`src/rtl/tpm_defines.vh`:
```
// constants for the tap port pin multiplexer
`ifndef TPM_DEFINES_VH
`define TPM_DEFINES_VH
`define TPM_IR_W 8
`define TPM_IR_RESET 8'h01
`define TPM_OP_EXTEST 8'h00
`define TPM_OP_IDCODE 8'h01
`define TPM_OP_SAMPLE 8'h02
`define TPM_OP_CFG_ENABLE 8'hc6
`define TPM_OP_CFG_PROGRAM 8'h70
`define TPM_OP_CFG_DISABLE 8'h26
`define TPM_OP_BYPASS 8'hff
`define TPM_CFG_W 32
`define TPM_ST_RESET 4'h0
`define TPM_ST_IDLE 4'h1
`define TPM_ST_SEL_DR 4'h2
`define TPM_ST_CAP_DR 4'h3
`define TPM_ST_SH_DR 4'h4
`define TPM_ST_EX1_DR 4'h5
`define TPM_ST_PA_DR 4'h6
`define TPM_ST_EX2_DR 4'h7
`define TPM_ST_UPD_DR 4'h8
`define TPM_ST_SEL_IR 4'h9
`define TPM_ST_CAP_IR 4'ha
`define TPM_ST_SH_IR 4'hb
`define TPM_ST_EX1_IR 4'hc
`define TPM_ST_PA_IR 4'hd
`define TPM_ST_EX2_IR 4'he
`define TPM_ST_UPD_IR 4'hf
`endif

```
`src/rtl/tpm_tap_port.v`:
```
// tap controller with test pin multiplexing for a programmable logic device
// What this block does
// - tap active while in factory default state, before user configuration
// - tap stays active in user mode unless the port preference disables it
// - with port disabled, the mux enable input becomes a dedicated select
// - disabled port: enable high gives tap function, low releases pins to gpio
// - mux enable acts only in user mode; otherwise it is plain user io
// - during tap programming, status pins follow scan cells, not progress logic
// - tdo driven only in shift-ir or shift-dr, otherwise high impedance
// - tms sampled on rising tck; next state from state and tms
// - shift in on rising tck, present tdo from falling tck
// - fully static: tck may stop high or low without losing state
// - all mandatory boundary-scan instructions implemented
// - configuration and programming accepted through tap instructions
// - undriven: tdi and tms read high, tdo floats high, mux enable low
`timescale 1ns/1ns
`include "tpm_defines.vh"
module tpm_tap_port #(
	parameter BSR_W = 8,
	parameter [31:0] ID_CODE = 32'h0000_1001
)(
	// clock and reset
	input wire ref_clk,
	input wire arst_n,
	// mode and preference
	input wire user_mode,
	input wire port_pref_enable,
	input wire tap_pin_mux_enable,
	// test pins
	input wire tck,
	input wire tms,
	input wire tdi,
	output reg tdo,
	output reg tdo_oe_n,
	// boundary cells and status pin
	input wire [BSR_W-1:0] bsr_pin_in,
	output reg [BSR_W-1:0] bsr_pin_out,
	output reg bsr_drive,
	input wire done_internal,
	output reg done_pin,
	// pin routing and configuration
	output reg tap_pins_active,
	output reg [`TPM_CFG_W-1:0] cfg_word,
	output reg cfg_word_valid,
	output reg cfg_mode
);
// two flip-flops per test pin: tck, tms, tdi and the mux enable are asynchronous
reg [1:0] tck_s;
reg [1:0] tms_s;
reg [1:0] tdi_s;
reg [1:0] en_s;
reg tck_d;
reg [3:0] state;
reg [3:0] next_state;
reg [`TPM_IR_W-1:0] ir_sh;
reg [`TPM_IR_W-1:0] ir;
reg [31:0] dr_sh;
reg [BSR_W-1:0] bsr_sh;
reg shift_bit;
wire rise;
wire fall;
wire tap_on;
wire sel_bsr;
wire sel_cfg;

// edges take three ref_clk to be seen, so tck must stay below a quarter of ref_clk
assign rise = tck_s[1] & ~tck_d;
assign fall = ~tck_s[1] & tck_d;
assign tap_on = ~user_mode | port_pref_enable | en_s[1];
assign sel_bsr = (ir == `TPM_OP_EXTEST) | (ir == `TPM_OP_SAMPLE);
assign sel_cfg = (ir == `TPM_OP_CFG_PROGRAM);

// one step of the standard tap state diagram
function [3:0] tpm_next;
	input [3:0] s;
	input m;
	begin
		case (s)
			`TPM_ST_RESET: tpm_next = m ? `TPM_ST_RESET : `TPM_ST_IDLE;
			`TPM_ST_IDLE: tpm_next = m ? `TPM_ST_SEL_DR : `TPM_ST_IDLE;
			`TPM_ST_SEL_DR: tpm_next = m ? `TPM_ST_SEL_IR : `TPM_ST_CAP_DR;
			`TPM_ST_CAP_DR: tpm_next = m ? `TPM_ST_EX1_DR : `TPM_ST_SH_DR;
			`TPM_ST_SH_DR: tpm_next = m ? `TPM_ST_EX1_DR : `TPM_ST_SH_DR;
			`TPM_ST_EX1_DR: tpm_next = m ? `TPM_ST_UPD_DR : `TPM_ST_PA_DR;
			`TPM_ST_PA_DR: tpm_next = m ? `TPM_ST_EX2_DR : `TPM_ST_PA_DR;
			`TPM_ST_EX2_DR: tpm_next = m ? `TPM_ST_UPD_DR : `TPM_ST_SH_DR;
			`TPM_ST_UPD_DR: tpm_next = m ? `TPM_ST_SEL_DR : `TPM_ST_IDLE;
			`TPM_ST_SEL_IR: tpm_next = m ? `TPM_ST_RESET : `TPM_ST_CAP_IR;
			`TPM_ST_CAP_IR: tpm_next = m ? `TPM_ST_EX1_IR : `TPM_ST_SH_IR;
			`TPM_ST_SH_IR: tpm_next = m ? `TPM_ST_EX1_IR : `TPM_ST_SH_IR;
			`TPM_ST_EX1_IR: tpm_next = m ? `TPM_ST_UPD_IR : `TPM_ST_PA_IR;
			`TPM_ST_PA_IR: tpm_next = m ? `TPM_ST_EX2_IR : `TPM_ST_PA_IR;
			`TPM_ST_EX2_IR: tpm_next = m ? `TPM_ST_UPD_IR : `TPM_ST_SH_IR;
			`TPM_ST_UPD_IR: tpm_next = m ? `TPM_ST_SEL_DR : `TPM_ST_IDLE;
			default: tpm_next = `TPM_ST_RESET;
		endcase
	end
endfunction

// static: no timeout, state only moves on a rising tck edge or when the pins are released
always @*
begin
	next_state = state;
	if (rise)
		next_state = tpm_next(state, tms_s[1]);
end

// bit offered on tdo by the selected data register
always @*
begin
	case (ir)
		`TPM_OP_IDCODE: shift_bit = dr_sh[0];
		`TPM_OP_EXTEST: shift_bit = bsr_sh[0];
		`TPM_OP_SAMPLE: shift_bit = bsr_sh[0];
		`TPM_OP_CFG_PROGRAM: shift_bit = dr_sh[0];
		default: shift_bit = dr_sh[0];
	endcase
end

always @(posedge ref_clk or negedge arst_n)
begin
	if (!arst_n)
	begin
		tck_s <= 2'h0;
		tms_s <= 2'h3;
		tdi_s <= 2'h3;
		en_s <= 2'h0;
		tck_d <= 1'b0;
		state <= `TPM_ST_RESET;
		ir_sh <= `TPM_IR_RESET;
		ir <= `TPM_IR_RESET;
		dr_sh <= 32'h0;
		bsr_sh <= {BSR_W{1'b0}};
		tdo <= 1'b1;
		tdo_oe_n <= 1'b1;
		bsr_pin_out <= {BSR_W{1'b0}};
		bsr_drive <= 1'b0;
		done_pin <= 1'b0;
		tap_pins_active <= 1'b1;
		cfg_word <= {`TPM_CFG_W{1'b0}};
		cfg_word_valid <= 1'b0;
		cfg_mode <= 1'b0;
	end
	else
	begin
		tck_s <= {tck_s[0], tck};
		tms_s <= {tms_s[0], tms};
		tdi_s <= {tdi_s[0], tdi};
		en_s <= {en_s[0], tap_pin_mux_enable};
		tck_d <= tck_s[1];
		tap_pins_active <= tap_on;
		cfg_word_valid <= 1'b0;
		// released pins see no tap traffic
		if (!tap_on)
		begin
			// parked in reset so that a later grant starts clean
			state <= `TPM_ST_RESET;
			ir <= `TPM_IR_RESET;
			tdo_oe_n <= 1'b1;
		end
		else
		begin
			state <= next_state;
			if (rise)
			begin
				// capture and shift on rising tck
				case (state)
					`TPM_ST_RESET: ir <= `TPM_IR_RESET;
					`TPM_ST_CAP_IR: ir_sh <= `TPM_IR_RESET;
					`TPM_ST_SH_IR: ir_sh <= {tdi_s[1], ir_sh[`TPM_IR_W-1:1]};
					`TPM_ST_UPD_IR: ir <= ir_sh;
					`TPM_ST_CAP_DR:
					begin
						dr_sh <= (ir == `TPM_OP_IDCODE) ? ID_CODE : 32'h0;
						if (sel_bsr)
							bsr_sh <= bsr_pin_in;
					end
					`TPM_ST_SH_DR:
					begin
						dr_sh <= {tdi_s[1], dr_sh[31:1]};
						if (sel_bsr)
							bsr_sh <= {tdi_s[1], bsr_sh[BSR_W-1:1]};
						// bypass keeps a single bit in the path
						if (ir == `TPM_OP_BYPASS)
							dr_sh[0] <= tdi_s[1];
					end
					`TPM_ST_UPD_DR:
					begin
						if (ir == `TPM_OP_EXTEST)
							bsr_pin_out <= bsr_sh;
						if (sel_cfg)
						begin
							cfg_word <= dr_sh[`TPM_CFG_W-1:0];
							cfg_word_valid <= 1'b1;
						end
					end
					default: ;
				endcase
				if ((state == `TPM_ST_UPD_IR) && (ir_sh == `TPM_OP_CFG_ENABLE))
					cfg_mode <= 1'b1;
				if ((state == `TPM_ST_UPD_IR) && (ir_sh == `TPM_OP_CFG_DISABLE))
					cfg_mode <= 1'b0;
			end
			// tdo changes on falling tck, driven only while shifting
			if (fall)
			begin
				tdo_oe_n <= ~((state == `TPM_ST_SH_IR) | (state == `TPM_ST_SH_DR));
				tdo <= (state == `TPM_ST_SH_IR) ? ir_sh[0] : shift_bit;
			end
		end
		bsr_drive <= tap_on & (ir == `TPM_OP_EXTEST);
		// status pin follows its scan cell while programming over the tap
		done_pin <= (cfg_mode | (ir == `TPM_OP_EXTEST)) ? bsr_pin_out[0] : done_internal;
	end
end
endmodule // tpm_tap_port

```
`config.mk`:
```
export PLATFORM = sky130hd
export DESIGN_NAME = tpm_tap_port
export DESIGN_NICKNAME = d
export VERILOG_FILES = /design/src/rtl/tpm_tap_port.v
export VERILOG_INCLUDE_DIRS = /design/src /design/src/rtl
export SDC_FILE = /design/constraint.sdc
export NUM_CORES = 1
export LEC_CHECK = 0
export ABC_AREA = 0
export BUFFER_PORTS_ARGS = -buffer_cell sky130_fd_sc_hd__buf_2
export CAP_MARGIN = 20
export CORE_UTILIZATION = 54
export CTS_BUF_LIST = sky130_fd_sc_hd__clkbuf_4 sky130_fd_sc_hd__clkbuf_8
export DETAILED_ROUTE_END_ITERATION = 12
export HOLD_SLACK_MARGIN = 0.03
export PLACE_DENSITY = 0.74
export SYNTH_ARGS = -nofsm -noshare
export SYNTH_HDL_FRONTEND = slang
export SYNTH_SLANG_ARGS = --single-unit
```
`constraint.sdc`:
```
create_clock -name ref_clk -period 2.1 [get_ports ref_clk]
set_clock_uncertainty 0.1 [all_clocks]
set_input_delay 0.315 -clock ref_clk [delete_from_list [all_inputs] [get_ports ref_clk]]
set_output_delay 0.315 -clock ref_clk [all_outputs]
set_load 0.01 [all_outputs]
```
==> impl_metrics.env, run 1 <==
export IMPL_status="completed"
export IMPL_core_sq_mm=0.00872
export IMPL_fmax_mhz=491
export IMPL_synth_top_cell_by_area="dfrtp_1"
export IMPL_power_uw=5010
export IMPL_initial_core_util_pct=55.8
export IMPL_worstPathRequired_ns=2.31
export IMPL_fillers=618
export IMPL_antenna_found_initial=0
export IMPL_routed_wl_mm=9.26
export IMPL_placed_area_sq_mm=0.00541
export IMPL_synth_area_leaders="dfrtp_1 55%, mux2_4 8.6%, a22o_1 6.5%, mux2_2 5.1%, dfstp_2 4.9%"
export IMPL_crit_type="reg -> reg"
export IMPL_tightest_slew_ns=0.615
export IMPL_cp_end_kind="flip-flop"
export IMPL_via_count=3234
export IMPL_tns_ns=0
export IMPL_cts_buffers=17
export IMPL_multi_input_area_sq_mm=0.00182
export IMPL_ir_drop_mv=0.380
export IMPL_p_leak_uw=0.00299
export IMPL_maxCapViolations=0
export IMPL_min_period_ns=2.04
export IMPL_num_antenna_cells=0
export IMPL_fp_dieArea_sq_mm=0.00940
export IMPL_clockBufferDepth=2
export IMPL_grt_usage_pct=21.2
export IMPL_routabilityCongestion=0.835
export IMPL_grt_pass1_vias=3246
export IMPL_stdcell_area_sq_mm=0.00593
export IMPL_syn_avg_cell_area_sq_um=13.1
export IMPL_synth_area_sq_mm=0.00487
export IMPL_die_y_microns=97.0
export IMPL_row_count=34
export IMPL_drtAntennaViolNets=0
export IMPL_portBuffers=63
export IMPL_synth_seq_cells=116
export IMPL_drt_iter0_markers=183
export IMPL_maxSlewHeadroom_pct=59.0
export IMPL_fp_dieW_microns=97.0
export IMPL_async_flop_share_pct=100
export IMPL_grt_pass1_wl_mm=15.7
export IMPL_mappedNetlistNets=388
export IMPL_finish_utilization_pct=68.0
export IMPL_yosys_warnings=0
export IMPL_synthToLayoutAreaGrowth_pct=21.8
export IMPL_clock_sinks=116
export IMPL_final_layout_size_suffix_gt1_share_pct=40.1
export IMPL_h_tree_depth=4
export IMPL_min_path_type="in -> reg"
export IMPL_path_max_fanout=16
export IMPL_seqCellArea_sq_mm=0.00291
export IMPL_first_pass_iters=4
export IMPL_layout_nets=478
export IMPL_drc=0
export IMPL_cp_data_arrival_time_ns=2.25
export IMPL_route_detailed_wl_per_inst_microns=15.9
export IMPL_ys_types=52
export IMPL_ys_seq_area_share_pct=59.8
export IMPL_synth_cells=371
export IMPL_start_kind="flip-flop"
export IMPL_dp_hpwl_mm=5.76
export IMPL_hold_viol=0
export IMPL_vias_per_cell=5.56
export IMPL_synth_edf_count=0
export IMPL_rsz0062_at_grt="false"
export IMPL_slew_viol_final=0
export IMPL_grt_overflow_total=0
export IMPL_synth_top_cell_area_share_pct=55.0
export IMPL_power_density_mw_per_mm2=844
export IMPL_boundaryPins=64
export IMPL_cts_root_buffer="clkbuf_8"
export IMPL_finalSetupViolations=0
export IMPL_finalCritPeriodShare_pct=97.0
export IMPL_cts_tree="yes"
export IMPL_synth_main_ff_cell="dfrtp_1"
export IMPL_clk_latency_ns=0.43
export IMPL_grt_max_degree=117
export IMPL_clkTransAtPathRegs_ns=0.07
-- cells in the final DEF, fill, tap and decap left out, drive strengths merged, types with 2 or more instances in the layout --
cell,instances
dfrtp,107
buf,88
nand2,50
mux2,50
a22o,36
clkbuf,20
o21ai,15
dfstp,9
nor2b,8
inv,8
nor2,7
a21oi,6
nand3,6
dlygate4sd3,6
nand4,5
clkinv,4
and3,3
nand2b,3
clkinvlp,3
nor4,3
nor3,3
o211ai,3
nor4b,3
nor3b,2
a21o,2
o31ai,2
a32oi,2
bufinv,2
or3b,2
-- cells by family (layout without fill, tap and decap cells) --
family / count (synthesis) / count (layout) / synth area share (%)
flops: 116 / 116 / 59.8
compound gates: 75 / 75 / 11.9
mux: 51 / 51 / 13.9
buf+inv: 28 / 131 / 3.01
simple gates: 101 / 101 / 11.4
-- worst paths after layout --
check                      slack, ns  cells after the start          start        endpoint
hold reg to reg                 0.25                      0        en_s[0]         en_s[1]
setup / recovery                0.06                      6       state[1]    cfg_word[14]
max in group asynchronous       1.05                      3         arst_n        cfg_mode
min in group asynchronous       0.35                      3         arst_n  bsr_pin_out[1]
hold / removal                  0.12                      4  bsr_pin_in[6]       bsr_sh[6]
setup reg to reg                0.06                      6       state[1]    cfg_word[14]
-- where the power goes --
group          total, uW  switching (uW)  leakage (uW)  internal (uW)
clock network       2060             940      0.000197           1110
logic                573             334       0.00122            239
registers           2380            60.8       0.00156           2320
total               5010            1330       0.00299           3670
-- critical path, cell delays in order, from the launching register on --
cell     delay (ns)
dfrtp_1        0.39
nor4b_2        0.26
nand4_1        0.19
nor4_4         0.27
buf_4          0.19
buf_8          0.21
mux2_4         0.31
-- state kept, by name, indices dropped and copies added, names as in the netlist, 4 cells and up --
signal	cells
bsr_sh	8
cfg_word	32
bsr_pin_out	8
dr_sh	32
ir	8
ir_sh	8
state	4
-- Yosys cell counts (2+ instances only) --
master and number:
dfrtp_1 107, nand2_1 50, a22o_1 36, mux2_4 28, mux2_2 22, o21ai_0 15
clkbuf_1 11, dfstp_2 9, nor2b_1 8, a21oi_1 6, buf_2 6, nand3_1 6
nand4_1 5, nor2_1 5, buf_6 4, inv_1 4, and3_1 3, nand2b_1 3
nor3_1 3, a21o_1 2, a32oi_1 2, buf_1 2, nor3b_1 2, nor4_1 2
o211ai_1 2, o31ai_1 2
-- timing repair --
action | CTS | global route
gates resized for setup | 0 | 5
hold endpoints to repair | 112 | 0
hold buffers | 6 | 0
setup endpoints to repair | 0 | 77
buffers inserted | 0 | 2
-- cell type report --
type,count,area share [%]
clock buffer,19,4.30
inverter,4,0.253
multi-input combinational,227,30.8
tap,108,2.28
sequential,116,49.1
timing repair buffer,95,10.8
clock inverter,13,2.51
-- per-stage QoR --
stage	instances	setup WS, ns	hold slack [ns]
3_3_place_gp	540	0.0636	0.232
3_5_place_dp	540	0.0469	0.235
6_report	582	0.0621	0.117
4_1_cts	578	0.0545	0.0918
2_1_floorplan	371	0.0447	-0.0806
5_1_grt	582	0.00652	0.115
-- layer usage --
layer,global-route usage [%],part of all wire [%],vias up
li1,-,-,1530
met2,31.1,46,98
met5,0,0,-
met4,9.07,1.7,0
met1,29.3,47,1592
met3,6.50,4.6,14
Note: power is estimated with default switching activity, not from simulation.
==> run 2, diff against run 1 <==
--- a/config.mk
+++ b/config.mk
@@ -9,11 +9,13 @@
 export ABC_AREA = 0
 export BUFFER_PORTS_ARGS = -buffer_cell sky130_fd_sc_hd__buf_2
 export CAP_MARGIN = 20
-export CORE_UTILIZATION = 54
+export CELL_PAD_IN_SITES_DETAIL_PLACEMENT = 0
+export CELL_PAD_IN_SITES_GLOBAL_PLACEMENT = 1
+export CORE_UTILIZATION = 44
 export CTS_BUF_LIST = sky130_fd_sc_hd__clkbuf_4 sky130_fd_sc_hd__clkbuf_8
 export DETAILED_ROUTE_END_ITERATION = 12
 export HOLD_SLACK_MARGIN = 0.03
-export PLACE_DENSITY = 0.74
+export PLACE_DENSITY = 0.77
 export SYNTH_ARGS = -nofsm -noshare
 export SYNTH_HDL_FRONTEND = slang
 export SYNTH_SLANG_ARGS = --single-unit
==> run 2 against run 1 <==
  * Sequential cell count unchanged
  * Die area up 22%
  * Sequential share of layout area down 0.41 points
  * Critical path type unchanged
  * Clock-buffer cell count up 3
  * Highest routed layer unchanged
  * Global-route usage down 3.0 points
==> impl_metrics.env, run 2 (synthesized netlist as in run 1, its figures left out) <==
export IMPL_ir_drop_mv=0.394
export IMPL_boundaryPins=64
export IMPL_drtAntennaViolNets=0
export IMPL_fmax_mhz=489
export IMPL_clkPwrFrac_pct=40.4
export IMPL_vias_per_cell=5.21
export IMPL_route_detailed_wl_per_inst_microns=15.9
export IMPL_biggestRegsByFlops="cfg_word: 32 flops, dr_sh: 32 flops"
export IMPL_synthToLayoutAreaGrowth_pct=22.8
export IMPL_p_seq_share_pct=47.9
export IMPL_worstPathRequired_ns=2.31
export IMPL_status="completed"
export IMPL_row_count=38
export IMPL_grt_usage_pct=18.2
export IMPL_fp_dieW_microns=107
export IMPL_grt_pass1_vias=3164
export IMPL_tns_ns=0
export IMPL_first_pass_iters=4
export IMPL_cts_buffers=17
export IMPL_initial_core_util_pct=45.1
export IMPL_cp_slowest_cell="dfrtp_1"
export IMPL_combPwrFrac_pct=11.6
export IMPL_power_switching_share_pct=25.3
export IMPL_hold_end="bsr_sh[5]"
export IMPL_core_sq_mm=0.0108
export IMPL_placed_area_sq_mm=0.00548
export IMPL_seqCellArea_sq_mm=0.00291
export IMPL_clockBufferDepth=2
export IMPL_hold_viol=0
export IMPL_min_period_ns=2.05
export IMPL_maxCapViolations=0
export IMPL_finalCritPeriodShare_pct=97.5
export IMPL_antenna_found_initial=0
export IMPL_start_kind="flip-flop"
export IMPL_drt_iter0_markers=253
export IMPL_path_max_fanout=9
export IMPL_stdcell_area_sq_mm=0.00598
export IMPL_clkTransAtPathRegs_ns=0.07
export IMPL_slew_viol_final=0
export IMPL_h_tree_depth=4
export IMPL_num_antenna_cells=0
export IMPL_die_y_microns=107
export IMPL_cp_end_kind="flip-flop"
export IMPL_tightest_slew_ns=0.415
export IMPL_grt_overflow_total=0
export IMPL_power_density_mw_per_mm2=828
export IMPL_routed_wl_mm=9.78
export IMPL_holdWs_ns=0.132
export IMPL_min_path_type="in -> reg"
export IMPL_crit_type="reg -> reg"
export IMPL_cts_tree="yes"
export IMPL_routabilityCongestion=0.800
export IMPL_p_sw_uw=1250
export IMPL_drc=0
export IMPL_rrSetupSlack_ns=0.05
export IMPL_dp_hpwl_mm=6.32
export IMPL_via_count=3216
export IMPL_fillers=889
export IMPL_final_layout_size_suffix_gt1_share_pct=40.0
export IMPL_layout_commonest_cell="dfrtp_1"
export IMPL_hold_path_startpoint="bsr_pin_in[5]"
export IMPL_hold_depth=4
export IMPL_cp_cell_sequence="nor4b_2 > nand4_1 > nor4_4 > buf_6 > clkbuf_16 > mux2_2"
export IMPL_final_cell_mix="107 x dfrtp_1, 62 x buf_2, 50 x nand2_1"
export IMPL_r2r_start="state[0]"
export IMPL_cp_slowest_stage_delay_ns=0.38
export IMPL_layout_nets=481
export IMPL_p_leak_uw=0.00300
export IMPL_grt_pass1_wl_mm=16.0
export IMPL_multi_input_area_sq_mm=0.00181
export IMPL_clk_latency_ns=0.42
export IMPL_finish_utilization_pct=55.4
export IMPL_maxSlewHeadroom_pct=72.2
export IMPL_fp_dieArea_sq_mm=0.0115
export IMPL_p_int_uw=3700
export IMPL_grt_max_degree=78
export IMPL_rr_worst_depth=6
export IMPL_cp_data_arrival_time_ns=2.26
export IMPL_cts_root_buffer="clkbuf_8"
export IMPL_worst_r2r_endpoint="cfg_word[25]"
export IMPL_finalSetupViolations=0
export IMPL_clock_sinks=116
export IMPL_portBuffers=63
run 2: power by group through the flow:
stage	sequential (uW)	clock (uW)	combinational [uW]
floorplan	2410	0	362
global placement	2410	0	559
detailed placement	2410	0	570
CTS	2370	2060	580
global route	2380	2170	646
finish	2370	2000	577
run 2: cell type report:
cell class | count | area share, %
clock buffers | 22 | 4.75
clock inverters | 10 | 1.82
inverters | 4 | 0.251
multi-input cells | 227 | 30.3
flip-flops and latches | 116 | 48.7
well taps | 140 | 2.93
repair buffers | 98 | 11.2
run 2: worst max-delay path: cells and delay by family (launching register included):
kind / cells / cell delay, ns
flip-flops: 1 / 0.38
multiplexers: 1 / 0.34
buffers and inverters: 2 / 0.33
AND/OR/NAND/NOR: 3 / 0.78
run 2: metal layers:
layer | up-vias | GRT usage, % | part of all wire, %
met5 | - | 0 | 0
met4 | 0 | 8.41 | 1.7
met3 | 15 | 4.50 | 3.8
met2 | 71 | 26.4 | 46
met1 | 1595 | 25.6 | 49
li1 | 1535 | - | -
run 2: what timing repair did:
item | in CTS | in global routing
buffers inserted | 0 | 1
gates resized for setup | 0 | 5
hold endpoints to repair | 40 | 0
endpoints found under the setup margin | 0 | 15
hold buffers | 6 | 0
run 2: worst max-delay path by stage:
stage	startpoint	end	slack (ns)	cells past startpoint
floorplan	state[0]	cfg_word[10]	0.04	6
global placement	ir[1]	cfg_word[27]	0.005	5
detailed placement	ir[1]	cfg_word[30]	0.002	5
CTS	ir[1]	cfg_word[25]	0.006	5
global route	state[0]	cfg_word[26]	-0.007	6
finish	state[0]	cfg_word[25]	0.05	6
run 2: through the flow:
| stage | setup WS, ns | power [uW] | instances |
|---|---|---|---|
| finish | 0.0530 | 4950 | 617 |
| detailed placement | 0.00204 | 2980 | 576 |
| floorplan | 0.0447 | 2770 | 371 |
| CTS | 0.00617 | 5020 | 614 |
| global route | -0.00656 | 5200 | 617 |
| global placement | 0.00520 | 2970 | 576 |
==> run 3, diff against run 2 <==
--- a/config.mk
+++ b/config.mk
@@ -14,6 +14,7 @@
 export CORE_UTILIZATION = 44
 export CTS_BUF_LIST = sky130_fd_sc_hd__clkbuf_4 sky130_fd_sc_hd__clkbuf_8
 export DETAILED_ROUTE_END_ITERATION = 12
+export GPL_TIMING_DRIVEN = 0
 export HOLD_SLACK_MARGIN = 0.03
 export PLACE_DENSITY = 0.77
 export SYNTH_ARGS = -nofsm -noshare
==> run 3 against run 2 <==
  * Total power grew 1.5%
  * Sequential power is essentially flat
  * Setup slack lost 0.00077 ns
  * Register-to-register slack is essentially flat
  * Hold slack lost 0.044 ns
==> impl_metrics.env, run 3 (synthesized netlist as in run 1, its figures left out) <==
export IMPL_grt_usage_pct=18.1
export IMPL_rr_worst_depth=6
export IMPL_final_cell_mix="105 x dfrtp_1, 66 x buf_2, 50 x nand2_1"
export IMPL_cp_slowest_stage_delay_ns=0.42
export IMPL_h_tree_depth=4
export IMPL_placed_area_sq_mm=0.00539
export IMPL_boundaryPins=64
export IMPL_clock_sinks=116
export IMPL_cp_cell_sequence="buf_6 > nor4b_4 > nand4_1 > or3b_1 > buf_6 > mux2_4"
export IMPL_fp_dieArea_sq_mm=0.0115
export IMPL_fp_dieW_microns=107
export IMPL_grt_overflow_total=0
export IMPL_fillers=897
export IMPL_portBuffers=63
export IMPL_r2r_start="state[0]"
export IMPL_fmax_mhz=488
export IMPL_biggestRegsByFlops="cfg_word: 32 flops, dr_sh: 32 flops"
export IMPL_cp_end_kind="flip-flop"
export IMPL_clockBufferDepth=2
export IMPL_core_sq_mm=0.0108
export IMPL_routed_wl_mm=9.94
export IMPL_hold_viol=0
export IMPL_combPwrFrac_pct=11.6
export IMPL_tightest_slew_ns=0.482
export IMPL_p_sw_uw=1370
export IMPL_slew_viol_final=0
export IMPL_maxCapViolations=0
export IMPL_start_kind="flip-flop"
export IMPL_clkPwrFrac_pct=40.7
export IMPL_power_switching_share_pct=27.2
export IMPL_worstPathRequired_ns=2.31
export IMPL_synthToLayoutAreaGrowth_pct=24.5
export IMPL_hold_path_startpoint="port_pref_enable"
export IMPL_die_y_microns=107
export IMPL_dp_hpwl_mm=6.45
export IMPL_dp_cells=575
export IMPL_stdcell_area_sq_mm=0.00606
export IMPL_final_cells=621
export IMPL_final_layout_size_suffix_gt1_share_pct=39.7
export IMPL_vias_per_cell=5.30
export IMPL_maxSlewHeadroom_pct=67.8
export IMPL_cp_slowest_cell="or3b_1"
export IMPL_cts_root_buffer="clkbuf_8"
export IMPL_crit_type="reg -> reg"
export IMPL_path_max_fanout=8
export IMPL_route_detailed_wl_per_inst_microns=16.0
export IMPL_p_leak_uw=0.00300
export IMPL_cts_tree="yes"
export IMPL_p_int_uw=3660
export IMPL_hold_end="ir[7]"
export IMPL_cp_num_buf_inv=2
export IMPL_finalSetupViolations=0
export IMPL_clkTransAtPathRegs_ns=0.07
export IMPL_layout_nets=485
export IMPL_antenna_found_initial=0
export IMPL_cts_buffers=17
export IMPL_grt_pass1_vias=3068
export IMPL_grt_max_degree=81
export IMPL_worst_r2r_endpoint="bsr_pin_out[3]"
export IMPL_p_seq_share_pct=47.6
export IMPL_rsz0062_at_grt="true"
export IMPL_finalCritPeriodShare_pct=97.5
export IMPL_cp_data_arrival_time_ns=2.26
export IMPL_hold_depth=3
export IMPL_row_count=38
export IMPL_layout_commonest_cell="dfrtp_1"
export IMPL_worst_path_most_repeated_cell="buf_6"
export IMPL_first_pass_iters=4
export IMPL_status="completed"
export IMPL_cp_top_family="simple AND/OR/NAND/NOR gates"
export IMPL_clk_latency_ns=0.43
export IMPL_min_period_ns=2.05
export IMPL_initial_core_util_pct=45.1
export IMPL_fin_ws_ns=0.0522
export IMPL_rrSetupSlack_ns=0.05
export IMPL_post_place_ws_ns=-0.259
export IMPL_via_count=3291
export IMPL_ir_drop_mv=0.357
export IMPL_num_antenna_cells=0
export IMPL_drt_iter0_markers=185
export IMPL_min_path_type="in -> reg"
export IMPL_routabilityCongestion=0.746
export IMPL_grt_pass1_wl_mm=15.7
export IMPL_power_density_mw_per_mm2=829
export IMPL_drc=0
export IMPL_drtAntennaViolNets=0
[run 3: per-stage QoR]
stage               utilization, %  total power [uW]  hold WS (ns)  TNS, ns
floorplan                        -              2770       -0.0806        0
global placement              49.7              2930         0.236  -101.87
detailed placement            50.0              2950         0.139   -17.07
CTS                           54.7              5030        0.0480        0
global route                  56.2              5260        0.0716   -0.910
finish                        56.2              5030        0.0876        0
[run 3: layout make-up]
cell class	count	area, sq um	area share, %
Clock buffer	18	248	4.09
Clock inverter	14	154	2.54
Buffer	24	168	2.77
Tap cell	140	175	2.89
Multi-Input combinational cell	227	1880	31.0
Sequential cell	116	2920	48.1
Inverter	4	15.0	0.248
Timing Repair Buffer	78	508	8.38
[run 3: what timing repair did]
action | 4_1_cts | 5_1_grt
buffers inserted | 3 | 3
pin swaps | 3 | 4
hold endpoints to repair | 41 | 0
hold buffers | 6 | 0
setup endpoints to repair | 93 | 76
gates cloned | 0 | 2
resized for setup | 6 | 26
[run 3: metal layers]
layer / GRT usage, % / share of wire [%] / routed length [microns]
met1: 24.8 / 48 / 4760
met2: 27.3 / 46 / 4590
met3: 4.80 / 4.5 / 446
met4: 7.63 / 1.4 / 140
met5: 0 / 0 / 0
[run 3: how the worst max path moves through the flow]
stage,end,cells after the start,slack (ns),from
6_report,bsr_pin_out[3],6,0.05,state[0]
5_1_grt,cfg_word[7],7,-0.05,state[0]
4_1_cts,bsr_pin_out[3],6,0.02,state[0]
3_5_place_dp,cfg_word[25],5,-0.26,ir[2]
3_3_place_gp,en_s[0],1,-0.79,arst_n
2_1_floorplan,cfg_word[10],6,0.04,state[0]
[run 3: power by group through the flow]
stage / combinational [uW] / sequential, uW / clock [uW]
2_1_floorplan: 362 / 2410 / 0
3_3_place_gp: 507 / 2430 / 0
3_5_place_dp: 523 / 2430 / 0
4_1_cts: 542 / 2390 / 2110
5_1_grt: 647 / 2410 / 2210
6_report: 585 / 2390 / 2050
[run 3: tightest hold or removal path: cells and delay by family]
family        cells  cell delay (ns)
buf+inv           1             0.09
simple gates      2             0.17
